[src/verilog/psfp_pkg.sv]
// Constants and types for the power switch fault protection block.
// Assumes one 20 MHz clock pclk and an APB master for software access.
// Notes on behaviour
// - Overcurrent turns FET off after delay; flag holds until input falls.
// - After overcurrent clears on input fall, next cycle switches normally.
// - Delayed overcurrent before short-circuit detection means overcurrent.
// - Short-circuit detection before delayed overcurrent means short-circuit.
// - Short-circuit turn-off uses the slowed drive setting.
// - Short-circuit latches FET off until input low for reset time.
// - Switch-die thermal trip enters hot diode emulation.
// - Driver thermal trip sits above the switch-die trip.
// - Driver trip disables aux regulator, negative rail and the FET.
// - No diode emulation while the driver trip is active.
// - Fault output low while either thermal trip is active.
// - Fault releases only when both thermal trips have cleared.
// - Driver trip clearing with die trip active resumes diode emulation.
// - Undervoltage lockout holds FET off regardless of input.
// - Undervoltage lockout drives fault output low.
// - Regulator and negative rail enable on lockout release.
// - Drive pin open detection only in continuous monitoring.
// - Open drive pin holds FET off and asserts fault.
// - Drive pin fault clears by itself when open condition goes.
// - Two-output mode: truth table per fault type, short-circuit drives both low.
// - Single-output mode: every fault drives fault output low.
// - Drive pin tied to aux rail sensed once; monitoring then off.
// - Temperature output held high during switch-die overtemperature.
package psfp_pkg;

  localparam int unsigned CLK_HZ = 20_000_000;
  // Delays in ns, counts derived from the clock rate
  localparam int unsigned OC_OFF_DELAY_NS = 100;
  localparam int unsigned DI_DT_WINDOW_NS = 50;
  localparam int unsigned SC_RESET_LOW_NS = 1000;
  localparam int unsigned NS_PER_S = 1_000_000_000;

  function automatic int unsigned ns_to_cyc(input int unsigned ns);
    int unsigned c;
    c = (ns * (CLK_HZ / 1_000_000) + 999) / 1000;
    return (c < 1) ? 1 : c;
  endfunction

  localparam int unsigned OC_OFF_CYC = ns_to_cyc(OC_OFF_DELAY_NS);
  localparam int unsigned WINDOW_CYC = ns_to_cyc(DI_DT_WINDOW_NS);
  localparam int unsigned SC_RESET_CYC = ns_to_cyc(SC_RESET_LOW_NS);
  localparam int unsigned CNT_W = 16;
  // Edges for a pin level to pass the sync and agreement filter
  localparam int unsigned SYNC_SETTLE = 4;

  // Register byte addresses
  localparam logic [7:0] ADDR_CTRL = 8'h00;
  localparam logic [7:0] ADDR_STATUS = 8'h04;
  localparam logic [7:0] ADDR_FLAGS = 8'h08;

  // Control field positions
  localparam int unsigned CTRL_ONE_PIN = 0;
  localparam int unsigned CTRL_SW_EN = 1;
  localparam logic [31:0] CTRL_RESET = 32'h0000_0002;

  typedef enum logic [1:0] {
    PSFP_RUN,
    PSFP_OC_HOLD,
    PSFP_SC_LATCH
  } psfp_cur_type;

  typedef struct packed {
    logic oc_raw;
    logic sc_raw;
    logic die_hot;
    logic drv_hot;
    logic uv;
    logic pin_open;
    logic pin_tied5v;
  } psfp_sense_type;

  typedef struct packed {
    logic fault_n;
    logic overcurrent_flag_n;
    logic gate_on;
    logic slow_drive;
    logic diode_emulation;
    logic temp_hold_high;
    logic aux_en;
    logic neg_en;
  } psfp_drive_type;

  localparam int unsigned SENSE_W = $bits(psfp_sense_type);
endpackage

[src/verilog/psfp_top.sv]
// Fault protection controller: gating of the FET and fault reporting.
// Assumes comparator inputs and sw_in arrive asynchronously from pins.
//
// Design decisions made here: the APB register port and the placing of the registers.
`timescale 1ns/100ps
module psfp_top #(
  parameter int unsigned SC_RESET_CYCLES = psfp_pkg::SC_RESET_CYC,
  parameter int unsigned OC_OFF_CYCLES = psfp_pkg::OC_OFF_CYC,
  parameter int unsigned WINDOW_CYCLES = psfp_pkg::WINDOW_CYC
) (
  input wire logic pclk,
  input wire logic presetn,
  input wire logic clk_en,
  input wire logic psel,
  input wire logic penable,
  input wire logic pwrite,
  input wire logic [7:0] paddr,
  input wire logic [31:0] pwdata,
  output logic [31:0] prdata,
  output logic pready,
  output logic pslverr,
  input wire logic sw_in,
  input wire psfp_pkg::psfp_sense_type sense,
  input wire logic pin_cont_mon,
  output psfp_pkg::psfp_drive_type drive
);

  localparam int unsigned SYN_W = psfp_pkg::SENSE_W + 2;
  // Lockout assumed active at reset, so no false release edge follows it
  localparam psfp_pkg::psfp_sense_type SENSE_RST = '{uv: 1'b1,
                                                     default: 1'b0};
  localparam logic [SYN_W-1:0] SYN_RST = {2'b00, SENSE_RST};

  // Three-stage sync, a change accepted when stages two and three agree
  logic [SYN_W-1:0] s1_r, s2_r, s3_r, filt_r, filt_nxt;
  logic [SYN_W-1:0] raw;

  assign raw = {sw_in, pin_cont_mon, sense};

  always_comb begin
    filt_nxt = filt_r;
    for (int i = 0; i < SYN_W; i++) begin
      if (s2_r[i] == s3_r[i]) begin
        filt_nxt[i] = s3_r[i];
      end
    end
  end

  always_ff @(posedge pclk or negedge presetn) begin
    if (!presetn) begin
      s1_r <= SYN_RST;
      s2_r <= SYN_RST;
      s3_r <= SYN_RST;
      filt_r <= SYN_RST;
    end else if (clk_en) begin
      s1_r <= raw;
      s2_r <= s1_r;
      s3_r <= s2_r;
      filt_r <= filt_nxt;
    end
  end

  psfp_pkg::psfp_sense_type sn;
  logic in_s, cont_s;
  assign sn = filt_r[psfp_pkg::SENSE_W-1:0];
  assign cont_s = filt_r[psfp_pkg::SENSE_W];
  assign in_s = filt_r[psfp_pkg::SENSE_W+1];

  // Current fault state machine with delay and window counters
  psfp_pkg::psfp_cur_type cur_r, cur_nxt;
  logic [psfp_pkg::CNT_W-1:0] win_r, win_nxt, off_r, off_nxt;
  logic [psfp_pkg::CNT_W-1:0] low_r, low_nxt;
  logic oc_del_r, oc_del_nxt, gate_off_r, gate_off_nxt;

  always_comb begin
    cur_nxt = cur_r;
    win_nxt = win_r;
    off_nxt = off_r;
    low_nxt = low_r;
    oc_del_nxt = oc_del_r;
    gate_off_nxt = gate_off_r;
    // Overcurrent detection delayed by the di/dt window
    if (!sn.oc_raw) begin
      win_nxt = '0;
      oc_del_nxt = 1'b0;
    end else if (win_r >= psfp_pkg::CNT_W'(WINDOW_CYCLES)) begin
      oc_del_nxt = 1'b1;
    end else begin
      win_nxt = win_r + 1'b1;
    end
    unique case (cur_r)
      psfp_pkg::PSFP_RUN: begin
        gate_off_nxt = 1'b0;
        off_nxt = '0;
        if (sn.sc_raw && !oc_del_r) begin
          cur_nxt = psfp_pkg::PSFP_SC_LATCH;
          low_nxt = '0;
        end else if (oc_del_r && in_s) begin
          cur_nxt = psfp_pkg::PSFP_OC_HOLD;
        end
      end
      psfp_pkg::PSFP_OC_HOLD: begin
        // Off after the turn-off delay, flag held until input falls
        if (off_r >= psfp_pkg::CNT_W'(OC_OFF_CYCLES)) begin
          gate_off_nxt = 1'b1;
        end else begin
          off_nxt = off_r + 1'b1;
        end
        if (!in_s) begin
          cur_nxt = psfp_pkg::PSFP_RUN;
          gate_off_nxt = 1'b0;
        end
      end
      psfp_pkg::PSFP_SC_LATCH: begin
        gate_off_nxt = 1'b1;
        if (in_s) begin
          low_nxt = '0;
        end else if (low_r >= psfp_pkg::CNT_W'(SC_RESET_CYCLES)) begin
          cur_nxt = psfp_pkg::PSFP_RUN;
          gate_off_nxt = 1'b0;
        end else begin
          low_nxt = low_r + 1'b1;
        end
      end
    endcase
  end

  always_ff @(posedge pclk or negedge presetn) begin
    if (!presetn) begin
      cur_r <= psfp_pkg::PSFP_RUN;
      win_r <= '0;
      off_r <= '0;
      low_r <= '0;
      oc_del_r <= 1'b0;
      gate_off_r <= 1'b0;
    end else if (clk_en) begin
      cur_r <= cur_nxt;
      win_r <= win_nxt;
      off_r <= off_nxt;
      low_r <= low_nxt;
      oc_del_r <= oc_del_nxt;
      gate_off_r <= gate_off_nxt;
    end
  end

  // Undervoltage edge, supplies enable and drive pin strap capture
  logic uv_prev_r, uv_prev_nxt, sup_en_r, sup_en_nxt;
  logic strap_done_r, strap_done_nxt, tied_r, tied_nxt;
  logic [2:0] settle_r, settle_nxt;

  always_comb begin
    uv_prev_nxt = sn.uv;
    sup_en_nxt = sup_en_r;
    strap_done_nxt = strap_done_r;
    tied_nxt = tied_r;
    settle_nxt = settle_r;
    if (!strap_done_r) begin
      // Sense the strap once, only after the pin sync has filled
      if (settle_r == 3'(psfp_pkg::SYNC_SETTLE)) begin
        tied_nxt = sn.pin_tied5v;
        strap_done_nxt = 1'b1;
      end else begin
        settle_nxt = settle_r + 3'h1;
      end
    end
    if (uv_prev_r && !sn.uv) begin
      sup_en_nxt = 1'b1;
    end else if (sn.uv) begin
      sup_en_nxt = 1'b0;
    end
  end

  always_ff @(posedge pclk or negedge presetn) begin
    if (!presetn) begin
      uv_prev_r <= 1'b1;
      sup_en_r <= 1'b0;
      strap_done_r <= 1'b0;
      tied_r <= 1'b0;
      settle_r <= 3'h0;
    end else if (clk_en) begin
      settle_r <= settle_nxt;
      uv_prev_r <= uv_prev_nxt;
      sup_en_r <= sup_en_nxt;
      strap_done_r <= strap_done_nxt;
      tied_r <= tied_nxt;
    end
  end

  // Fault classification
  logic pin_fault, thermal, oc_act, sc_act, other_fault;
  logic die_only, one_pin, sw_en;
  assign pin_fault = cont_s && !tied_r && strap_done_r &&
                     sn.pin_open;
  assign thermal = sn.die_hot || sn.drv_hot;
  // Driver trip overrides diode emulation; it resumes when it clears
  assign die_only = sn.die_hot && !sn.drv_hot;
  assign oc_act = (cur_r == psfp_pkg::PSFP_OC_HOLD);
  assign sc_act = (cur_r == psfp_pkg::PSFP_SC_LATCH);
  assign other_fault = sn.uv || thermal || pin_fault;

  // Control and status registers
  logic [31:0] ctrl_r, ctrl_nxt, prdata_r, prdata_nxt;
  logic wr_acc, rd_acc, hit;

  assign one_pin = ctrl_r[psfp_pkg::CTRL_ONE_PIN];
  assign sw_en = ctrl_r[psfp_pkg::CTRL_SW_EN];
  assign wr_acc = psel && penable && pwrite;
  assign rd_acc = psel && !penable && !pwrite;
  assign hit = (paddr == psfp_pkg::ADDR_CTRL) ||
               (paddr == psfp_pkg::ADDR_STATUS) ||
               (paddr == psfp_pkg::ADDR_FLAGS);

  always_comb begin
    ctrl_nxt = ctrl_r;
    prdata_nxt = prdata_r;
    if (wr_acc && paddr == psfp_pkg::ADDR_CTRL) begin
      ctrl_nxt = pwdata;
    end
    if (rd_acc) begin
      unique case (paddr)
        psfp_pkg::ADDR_CTRL: prdata_nxt = ctrl_r;
        psfp_pkg::ADDR_STATUS:
          prdata_nxt = {24'h00_0000, 1'b0, sn};
        psfp_pkg::ADDR_FLAGS:
          prdata_nxt = {26'h000_0000, tied_r, sup_en_r, pin_fault,
                        thermal, sc_act, oc_act};
        default: prdata_nxt = 32'h0000_0000;
      endcase
    end
  end

  always_ff @(posedge pclk or negedge presetn) begin
    if (!presetn) begin
      ctrl_r <= psfp_pkg::CTRL_RESET;
      prdata_r <= 32'h0000_0000;
    end else if (clk_en) begin
      ctrl_r <= ctrl_nxt;
      prdata_r <= prdata_nxt;
    end
  end

  assign prdata = prdata_r;
  assign pready = 1'b1;
  assign pslverr = psel && penable && !hit;

  // Output stage, registered
  psfp_pkg::psfp_drive_type drv_r, drv_nxt;
  logic hold_off;

  assign hold_off = sn.uv || sn.drv_hot || pin_fault || gate_off_r ||
                    !sw_en;

  always_comb begin
    drv_nxt.diode_emulation = die_only && !hold_off;
    drv_nxt.gate_on = !hold_off && !die_only && in_s;
    drv_nxt.slow_drive = sc_act;
    drv_nxt.temp_hold_high = sn.die_hot;
    drv_nxt.aux_en = sup_en_r && !sn.drv_hot;
    drv_nxt.neg_en = sup_en_r && !sn.drv_hot;
    if (one_pin) begin
      drv_nxt.fault_n = !(other_fault || oc_act || sc_act);
      drv_nxt.overcurrent_flag_n = 1'b1;
    end else begin
      drv_nxt.fault_n = !(other_fault || sc_act);
      drv_nxt.overcurrent_flag_n = !(oc_act || sc_act);
    end
  end

  always_ff @(posedge pclk or negedge presetn) begin
    if (!presetn) begin
      drv_r <= '{fault_n: 1'b0, overcurrent_flag_n: 1'b1,
                 default: 1'b0};
    end else if (clk_en) begin
      drv_r <= drv_nxt;
    end
  end

  assign drive = drv_r;

endmodule

[config.mk]
export PLATFORM = sky130hd
export DESIGN_NAME = psfp_top
export DESIGN_NICKNAME = d
export VERILOG_FILES = /design/src/verilog/psfp_pkg.sv /design/src/verilog/psfp_top.sv
export SDC_FILE = /design/constraint.sdc
export NUM_CORES = 1
export LEC_CHECK = 0
export ABC_AREA = 1
export BUFFER_PORTS_ARGS = -buffer_cell sky130_fd_sc_hd__buf_2
export CORE_AREA = 2 2 107 130
export DETAILED_ROUTE_END_ITERATION = 8
export DIE_AREA = 0 0 109 132
export GPL_ROUTABILITY_DRIVEN = 0
export PLACE_DENSITY = 0.74
export SYNTH_ARGS = -nofsm -noshare
export SYNTH_HDL_FRONTEND = slang
export SYNTH_SLANG_ARGS = --single-unit
[constraint.sdc]
create_clock -name pclk -period 1.9 [get_ports pclk]
set_input_delay 0.475 -clock pclk [delete_from_list [all_inputs] [get_ports pclk]]
set_output_delay 0.475 -clock pclk [all_outputs]
set_load 0.02 [all_outputs]
# == After elaboration in Yosys (flattened, before gate mapping) ==
# Index checks and enable logic that the tools add are counted.
# classes
add_sub_neg,4
multipliers,0
div_mod_pow,0
n_lt_le_gt_ge,3
eq_ne,24
shift,0
muxes,27
bitwise_logic,2
reduce_logical,68
# ops
operator,n
16-bit 2-to-1 mux,6
32-bit case mux with 3 select lines,1
16-bit case mux with 2 select lines,2
"16-bit by 1-bit adder with 16-bit output, second input constant",3
2-bit AND reduction,15
1-bit logical AND,17
"16-bit by 1-bit >= comparator with 1-bit output, second input constant",1
"16-bit by 2-bit >= comparator with 1-bit output, second input constant",1
"16-bit by 5-bit >= comparator with 1-bit output, second input constant",1
1-bit zero test,13
1-bit logical OR,13
2-bit 2-to-1 mux,6
1-bit 2-to-1 mux,10
"2-bit != test, second input constant",5
1-bit == test,9
3-bit AND reduction,3
"8-bit by 3-bit == test with 1-bit output, second input constant",1
"8-bit by 4-bit == test with 1-bit output, second input constant",1
8-bit zero test,1
"3-bit != test, second input constant",2
2-bit case mux with 3 select lines,1
2-bit nonzero test,3
5-bit AND reduction,1
"2-bit by 1-bit != test with 1-bit output, second input constant",2
other kinds (9),10
# word_totals
reg_bits,166
latchBits,0
ramBits,0
mem_bits_ro,0
input_bits,55
output_inout_bits,42
wordCells,160
memories,0

# == Longest topological paths before layout ==
# Gate-level depths: netlist (run 1).
# depth
ltp_word,10
mapped_depth,10

# == Worst setup path before layout (run 1) ==
# OpenSTA, ideal clock, no wires.
# synth_timing
kind,input to output
start,input port paddr[5]
end,output port pslverr
arrival_ns,1.111
required_ns,1.425
slack_ns,0.314
path_stages,4
n_path_buf,0
cell_sequence,inv_1 -> nand3_2 -> a211oi_1 -> nor3_1
# synth_via
elab_chain_len,5
# synth_rtl
element,line,rtl
"start, declared",psfp_top.sv:17,"input wire logic [7:0] paddr,"
8-bit by 3-bit == test with 1-bit output or 8-bit zero test (tied branches),"psfp_top.sv:210, psfp_top.sv:209",
1-bit logical OR,psfp_top.sv:209,assign hit = (paddr == psfp_pkg::ADDR_CTRL) ||
1-bit logical OR *,psfp_top.sv:210,(paddr == psfp_pkg::ADDR_STATUS) ||
1-bit zero test *,psfp_top.sv:244,assign pslverr = psel && penable && !hit;
1-bit logical AND *,psfp_top.sv:244,
"end, declared",psfp_top.sv:21,"output logic pslverr,"
# Mark *: on every way between the ends. The rest lies on a longest branch, timed or not.

# == Worst setup path in the final report (run 1) ==
# layout_timing
start,input port paddr[1]
end,output port pslverr
# Same word-level chain as after synthesis.

==> results of run 1 <==
worst min-delay path, stage by stage:
cell     delay, ns
buf_2         0.07
nand2_1       0.04
o21ai_0       0.06
cell families (layout without fill, tap and decap cells):
kind of cell	Yosys count	in the layout	synth area share (%)
adder cells (fa/ha/maj)	12	12	2.13
AND/OR/NAND/NOR	395	395	23.3
flip-flops	166	166	59.0
XOR/XNOR	3	3	0.373
AO/OA/AOI/OAI	90	90	6.72
buffers and inverters	144	266	8.37
other	1	1	0.0532
per-stage QoR:
| step | std cells | util (%) |
|---|---|---|
| after floorplan | 811 | - |
| after global placement | 1068 | 59.8 |
| after detailed placement | 1068 | 59.8 |
| after CTS | 1101 | 64.7 |
| after global routing | 1101 | 64.7 |
| final | 1101 | 64.7 |
power groups by stage:
stage	Clock (uW)	Sequential, uW	Combinational, uW
6_report	3600	3940	1130
4_1_cts	3650	3930	1130
5_1_grt	3820	3960	1290
3_5_place_dp	0	4000	1110
3_3_place_gp	0	3990	1080
2_1_floorplan	0	3980	718
state kept, by name, indices dropped and copies added (netlist names):
name / count
win_r: 16
s2_r: 9
strap_done_r: 1
uv_prev_r: 1
oc_del_r: 1
gate_off_r: 1
filt_r: 9
sup_en_r: 1
cur_r: 2
settle_r: 3
s1_r: 9
ctrl_r: 32
off_r: 16
tied_r: 1
prdata: 32
low_r: 16
s3_r: 9
drive: 7
layout make-up:
cell class / instances / area (um2)
Clock buffer: 20 / 457
Clock inverter: 12 / 165
Multi-Input combinational cell: 501 / 2310
Fill cell: 1063 / 4610
Tap cell: 168 / 210
Inverter: 113 / 424
Sequential cell: 166 / 4160
Timing Repair Buffer: 121 / 729
metal layers:
metal / part of all wire (%) / global-route usage (%) / wire length (um)
met4: 1.7 / 7.62 / 251
met5: 0 / 0 / 0
met2: 51 / 36.7 / 7540
met1: 43 / 29.7 / 6310
met3: 3.8 / 4.00 / 553
worst max path at each step:
stage                   from  endpoint  cells past startpoint
floorplan           paddr[5]   pslverr                      4
global placement    paddr[1]   pslverr                      6
detailed placement  paddr[1]   pslverr                      6
CTS                 paddr[1]   pslverr                      6
global route        paddr[1]   pslverr                      6
finish              paddr[1]   pslverr                      6
layout by cell type, fill, tap and decap left out, types with 12 or more instances in the layout:
cell type / count
nor2_1: 85
dfrtp_1: 159
buf_2: 94
nand2_1: 225
o21ai_0: 44
inv_1: 111
buf_4: 21
o21ai_1: 31
clkbuf_16: 17
ha_1: 12
nand3_1: 66
repair_timing:
action / 4_1_cts / 5_1_grt
hold buffers: 1 / 0
resized for setup: 1 / 2
setup buffers: 0 / 0
setup endpoints to repair: 1 / 4
endpoints found under the hold margin: 32 / 0
==> metrics.txt, run 1 <==
Worst Setup Start Kind=input port; total track usage=22.3%; Hold Crit Start=sense[1]; Reg power frac=45.4%; Yosys top cell by area=dfrtp_1; Inserted Clock Buffers=17; # clock sinks=166; clock-pin transition on the worst setup and hold timing paths=0.06 ns; final setup vio count=0; worst flop-to-flop path endpoint=off_r[1]; area growth from synthesis to layout=20.0%; slowest CP cell=a211oi_2; Detailed Route WL=14700 um; I/O pin count=97; Setup CP Type=in -> out; most common cell in the netlist=nand2_1; hpwl dp=9800 um; antenna violations before repair=0; P_sw=2350 uW; commonest cells in the netlist=226 x nand2_1, 159 x dfrtp_1, 111 x inv_1, 85 x nor2_1, 66 x nand3_1; final antenna-violating net count=0; Most common cell on crit path=buf_2; CP top delay family=buffers and inverters; Die Span Y=132 um; wire per inst=13.3 um; Clk Latency, worst-skew pair=0.42 ns; total number of vias=5440; Clock Skew=0.00804 ns; TritonCTS clock tree=done; Die Span X=109 um; cell area after placement=0.00782 mm2; initial DRC count=274; Design Power=8660 uW; row count=46; first-pass GRT wire length=25300 um; # DRC=0; Buffers on Ports=95; worst r2r path cells=9; largest net degree at the start of global routing=49; RSZ-0062 raised after global routing=no; ys async rst share=100%; share of cells above drive strength 1=18.2%; cells along the critical path=buf_2 > nor2_1 > inv_1 > a211oi_2 > nor3_1 > buf_2; HP Class=in -> reg; Ys Warns=0; CP bufs+invs=3; switching share of total power=27.1%; Pleak=0.00461 uW; n_diodes=0; Power Density=1020 mW/mm2; Final nets=987; Starting Density=54.0%; setup TNS=0 ns; critical path data required time=1.42 ns; clock group share of total power=41.5%; via count of the first global-routing pass=5400; sequential fraction of the synthesis area=59.0%; total global routing overflow=0; crit path DAT=1.31 ns; Worst Path Max Fanout=2; Cell Int Power=6310 uW; EDFF count, synth=0; Slew Limit Fails=0; Synth cell types=36; Syn Nets=878; Max stage delay on crit path=0.27 ns; register bit count reported by yosys=166; cells after synthesis=811; Final Instance Area=0.00846 mm2; reg2reg start=cur_r[1]; Crit. End Element=output port; period utilisation layout=94.1%; VDD IR max=610 uV; ys flop type=dfrtp_1; full die area=0.0144 mm2; min setup slack post-route=0.112 ns; Post-Syn Area per Cell=8.70 um2; DR vias/cell=4.94; post-synth top area share=56.4%; Mapped Area=0.00705 mm2; combinational share of power=13.0%; hold slack=0.262 ns; H-tree depth=4; clk buf depth=2; top post-synthesis cells by area=dfrtp_1 56%, nand2_1 12%, inv_1 5.9%; Hold Vio Cnt, Final=0; core footprint=0.0131 mm2; Period minus WS final=1.79 ns; pre-CTS setup slack=-0.00362 ns; First-pass DRT Iterations=5; status=complete, no violations; R2R Setup Slk=0.29 ns; hold endpoint=s1_r[1]; CTS Root Cell=clkbuf_16; Max-cap violations=0; Worst Hold Depth=3; Highest Clock Rate=559 MHz
(Power assumes the default switching activity.)
==> run 2, diff against run 1 <==
==> constraint.sdc (replaced) <==
create_clock -name pclk -period 1.9 [get_ports pclk]
set_input_delay 0.475 -clock pclk [delete_from_list [all_inputs] [get_ports pclk]]
set_output_delay 0.475 -clock pclk [all_outputs]
set_load 0.05 [all_outputs]
==> run 2 against run 1 <==
Clock-buffer cell count fell by 3. Flip-flop and latch count did not move. Core utilization fell by 0.16 points. Combinational power rose by 7%. Critical path type unchanged.
==> metrics.txt, run 2 (synthesis gave the netlist of run 1 again) <==
Buffers on Ports=95; clock-pin transition on the worst setup and hold timing paths=0.07 ns; TritonCTS clock tree=done; hold endpoint=ctrl_r[1]; worst flop-to-flop path endpoint=off_r[0]; critical path data required time=1.42 ns; DR vias/cell=4.98; Clock Skew=0.00836 ns; first-pass GRT wire length=25100 um; HP Class=in -> reg; Slew Limit Fails=0; Inst Count DP=1062; RSZ-0062 raised after global routing=no; max layer used=met4; total global routing overflow=0; most frequent cells in the layout=225 x nand2_1, 159 x dfrtp_1, 111 x inv_1; share of cells above drive strength 1=18.0%; Setup CP Type=in -> out; full die area=0.0144 mm2; hpwl dp=9790 um; Pleak=0.00459 uW; Max-cap violations=0; most common cell after layout, fill and taps aside=nand2_1; final setup vio count=0; via count of the first global-routing pass=5408; Design Power=8680 uW; Worst Setup Start Kind=input port; wl on met1=6370 um; First-pass DRT Iterations=5; n_diodes=0; final antenna-violating net count=0; Final nets=981; total track usage=22.3%; Power Density=1030 mW/mm2; core footprint=0.0131 mm2; metal2 WL=7450 um; area growth from synthesis to layout=19.7%; crit path DAT=1.33 ns; Die Span Y=132 um; number of setup buffers added after CTS=0; Finished Layout Cells=1095; cell area after placement=0.00780 mm2; initial DRC count=244; Starting Density=54.0%; wire per inst=13.5 um; Hold Vio Cnt, Final=0; reg2reg start=cur_r[1]; # clock sinks=166; Final Instance Area=0.00844 mm2; largest net degree at the start of global routing=65; VDD IR max=632 uV; # DRC=0; DR WL met3=618 um; Highest Clock Rate=555 MHz; Worst Path Max Fanout=2; Worst Hold Depth=3; Period minus WS final=1.80 ns; H-tree depth=4; Detailed Route WL=14800 um; final core occ=64.6%; worst r2r path cells=9; Clk Latency, worst-skew pair=0.42 ns; Hold Crit Start=pwdata[1]; Die Span X=109 um; R2R Setup Slk=0.21 ns; clk buf depth=2; Crit. End Element=output port; I/O pin count=97; antenna violations before repair=0; CTS Root Cell=clkbuf_16; status=complete, no violations; total number of vias=5454; row count=46; Inserted Clock Buffers=17; period utilisation layout=94.8%
## run 2: cell type report
type / count / area, um2
Clock buffer: 17 / 425
Sequential cell: 166 / 4160
Multi-Input combinational cell: 501 / 2320
Fill cell: 1094 / 4630
Inverter: 113 / 424
Clock inverter: 15 / 180
Timing Repair Buffer: 115 / 712
Tap cell: 168 / 210
## run 2: worst max path at each step
stage,from,end,slack [ns],depth (start not counted)
5_1_grt,paddr[1],pslverr,0.04,7
3_5_place_dp,paddr[1],pslverr,-0.002,7
4_1_cts,paddr[1],pslverr,0.006,7
6_report,paddr[1],pslverr,0.1,7
2_1_floorplan,paddr[5],pslverr,0.15,4
3_3_place_gp,paddr[1],pslverr,0.03,7
## run 2: repair_timing
item                                    CTS  global route
endpoints found under the hold margin    21             0
endpoints found under the setup margin    1            16
hold buffers                              1             0
resized for setup                         1             5
## run 2: metal layers
| metal | GRT usage [%] | vias to the layer above |
|---|---|---|
| met4 | 8.90 | 0 |
| met1 | 28.6 | 2585 |
| met3 | 4.45 | 27 |
| met2 | 36.9 | 118 |
| met5 | 0 | - |
| li1 | - | 2724 |
## run 2: worst max-delay path, cell delays in order
cell	delay (ns)
buf_2	0.10
nor2_2	0.12
inv_1	0.08
a211oi_2	0.19
buf_4	0.15
nor3_2	0.03
buf_4	0.18
## run 2: stage by stage
| step | hold WS (ns) | setup WS, ns | TNS, ns |
|---|---|---|---|
| 2_1_floorplan | 0.179 | 0.150 | 0 |
| 3_3_place_gp | 0.363 | 0.0255 | 0 |
| 3_5_place_dp | 0.369 | -0.00210 | -0.00210 |
| 4_1_cts | 0.241 | 0.00602 | 0 |
| 5_1_grt | 0.260 | 0.0368 | 0 |
| 6_report | 0.250 | 0.0983 | 0 |
## run 2: power breakdown
| part | internal, uW | total, uW | switching (uW) |
|---|---|---|---|
| clock network | 2000 | 3520 | 1520 |
| logic | 385 | 1210 | 829 |
| registers | 3750 | 3940 | 188 |
==> run 3, diff against run 2 <==
--- a/config.mk
+++ b/config.mk
@@ -12,6 +12,7 @@
 export DIE_AREA = 0 0 109 132
 export GPL_ROUTABILITY_DRIVEN = 0
 export PLACE_DENSITY = 0.74
+export REMOVE_ABC_BUFFERS = 1
 export SYNTH_ARGS = -nofsm -noshare
 export SYNTH_HDL_FRONTEND = slang
 export SYNTH_SLANG_ARGS = --single-unit
==> run 3 against run 2 <==
Clock power increased by 1%. Final cell count is 0.73% higher. Core utilization up 0.30 points. Critical path type unchanged. Largest power group unchanged.
==> metrics.txt, run 3 (synthesis gave the netlist of run 1 again) <==
Final nets=989; Pleak=0.00462 uW; Finished Layout Cells=1103; period utilisation layout=95.3%; Worst Setup Start Kind=input port; HP Class=in -> reg; Max stage delay on crit path=0.18 ns; Die Span Y=132 um; Crit. End Element=output port; reg2reg start=cur_r[1]; CP top delay family=buffers and inverters; H-tree depth=4; Most common cell on crit path=buf_4; CP bufs+invs=4; VDD IR max=553 uV; area growth from synthesis to layout=20.2%; most common cell after layout, fill and taps aside=nand2_1; Clock Skew=0.00817 ns; setup TNS=0 ns; First-pass DRT Iterations=5; Hold Vio Cnt, Final=0; Clk Latency, worst-skew pair=0.42 ns; Fill cells=1099; Highest Clock Rate=552 MHz; switching share of total power=27.6%; number of setup buffers added after CTS=0; DR vias/cell=4.90; Cell Int Power=6300 uW; hold endpoint=s1_r[7]; R2R Setup Slk=0.23 ns; I/O pin count=97; Die Span X=109 um; status=complete, no violations; wire per inst=13.0 um; n_diodes=0; most frequent cells in the layout=226 x nand2_1, 159 x dfrtp_1, 111 x inv_1; Max-cap violations=0; RSZ-0062 raised after global routing=no; Worst Path Max Fanout=2; Buffers on Ports=95; share of cells above drive strength 1=18.5%; total global routing overflow=0; total track usage=22.0%; full die area=0.0144 mm2; cells along the critical path=buf_2 > nor2_4 > inv_1 > a211oi_2 > buf_4 > nor3_1 > buf_4; Period minus WS final=1.81 ns; Slew Limit Fails=0; clock-pin transition on the worst setup and hold timing paths=0.06 ns; Reg power frac=45.2%; # DRC=0; via count of the first global-routing pass=5211; Setup CP Type=in -> out; clock group share of total power=41.0%; Inst Count DP=1070; TritonCTS clock tree=done; total number of vias=5404; crit path DAT=1.34 ns; initial DRC count=226; CTS Root Cell=clkbuf_16; antenna violations before repair=1; clk buf depth=2; P_sw=2410 uW; worst flop-to-flop path endpoint=off_r[0]; final antenna-violating net count=0; Worst Hold Depth=3; final setup vio count=0; Power Density=1030 mW/mm2; row count=46; hold slack=0.259 ns; CP Launch Point=paddr[1]; Starting Density=54.0%; first-pass GRT wire length=24600 um; # clock sinks=166; slowest CP cell=a211oi_2; Inserted Clock Buffers=17; core footprint=0.0131 mm2; hpwl dp=9800 um; combinational share of power=13.8%; critical path data required time=1.42 ns; Detailed Route WL=14400 um; largest net degree at the start of global routing=50; Hold Crit Start=pin_cont_mon; worst r2r path cells=9
==> run 3: cell types whose count changed in the layout (fill, tap and decap cells not counted), moves of 2 or more <==
cell and delta:
buf_12 -2, buf_4 +10, clkbuf_8 +2, clkinvlp_4 +3, inv_6 -3, inv_8 -3
nand2_4 -2
==> run 3: layer usage <==
| layer | GRT usage [%] | vias to the layer above | part of all wire (%) | wire (um) |
|---|---|---|---|---|
| met5 | 0 | - | 0 | 0 |
| met4 | 9.26 | 0 | 2.5 | 359 |
| met3 | 5.14 | 24 | 4.7 | 670 |
| met2 | 33.7 | 123 | 49 | 7030 |
| met1 | 29.9 | 2524 | 44 | 6300 |
| li1 | - | 2733 | - | - |
==> run 3: how the worst max path moves through the flow <==
stage                          to  slack, ns  cells past startpoint
after floorplan           pslverr      -0.28                      4
after global placement    pslverr      -0.04                      7
after detailed placement  pslverr      -0.05                      7
after CTS                 pslverr       0.01                      7
after global routing      pslverr       0.01                      7
final                     pslverr       0.09                      7
==> run 3: repair_timing <==
| item | CTS | global route |
|---|---|---|
| hold endpoints to repair | 1 | 0 |
| hold buffers | 1 | 0 |
| resized for setup | 1 | 4 |
| setup endpoints to repair | 1 | 1 |
==> run 3: worst reg2reg max path, cell delays in order (launching register included) <==
cell and delay [ns]:
dfrtp_1 0.40, inv_1 0.09, ha_1 0.18, inv_1 0.10
a21oi_2 0.17, nand2_1 0.13, nand2_2 0.25, inv_1 0.10
nand2_1 0.08, nand2_1 0.06
==> run 3: final cells by class <==
type                       count  area [um2]  area share [%]
sequential                   166        4160            49.1
multi-input combinational    501        2310            27.3
tap                          168         210            2.48
clock buffer                  19         453            5.34
inverter                     113         424            5.00
clock inverter                13         169            1.99
timing repair buffer         123         747            8.81
==> run 3: power by group through the flow <==
| stage | registers, uW | clock network [uW] | logic, uW |
|---|---|---|---|
| finish | 3940 | 3570 | 1200 |
| detailed placement | 4000 | 0 | 1200 |
| floorplan | 4080 | 0 | 632 |
| global placement | 3990 | 0 | 1180 |
| CTS | 3930 | 3630 | 1220 |
| global route | 3960 | 3790 | 1370 |
==> run 3: metrics by stage <==
stage                     worst slack [ns]  instance area (um2)  power, uW  util [%]
after global placement             -0.0448                 7830       5170      59.9
final                               0.0898                 8480       8710      64.9
after floorplan                     -0.276                 6890       4710         -
after detailed placement           -0.0452                 7830       5190      59.9
after global routing                0.0139                 8480       9130      64.9
after CTS                           0.0140                 8460       8780      64.8
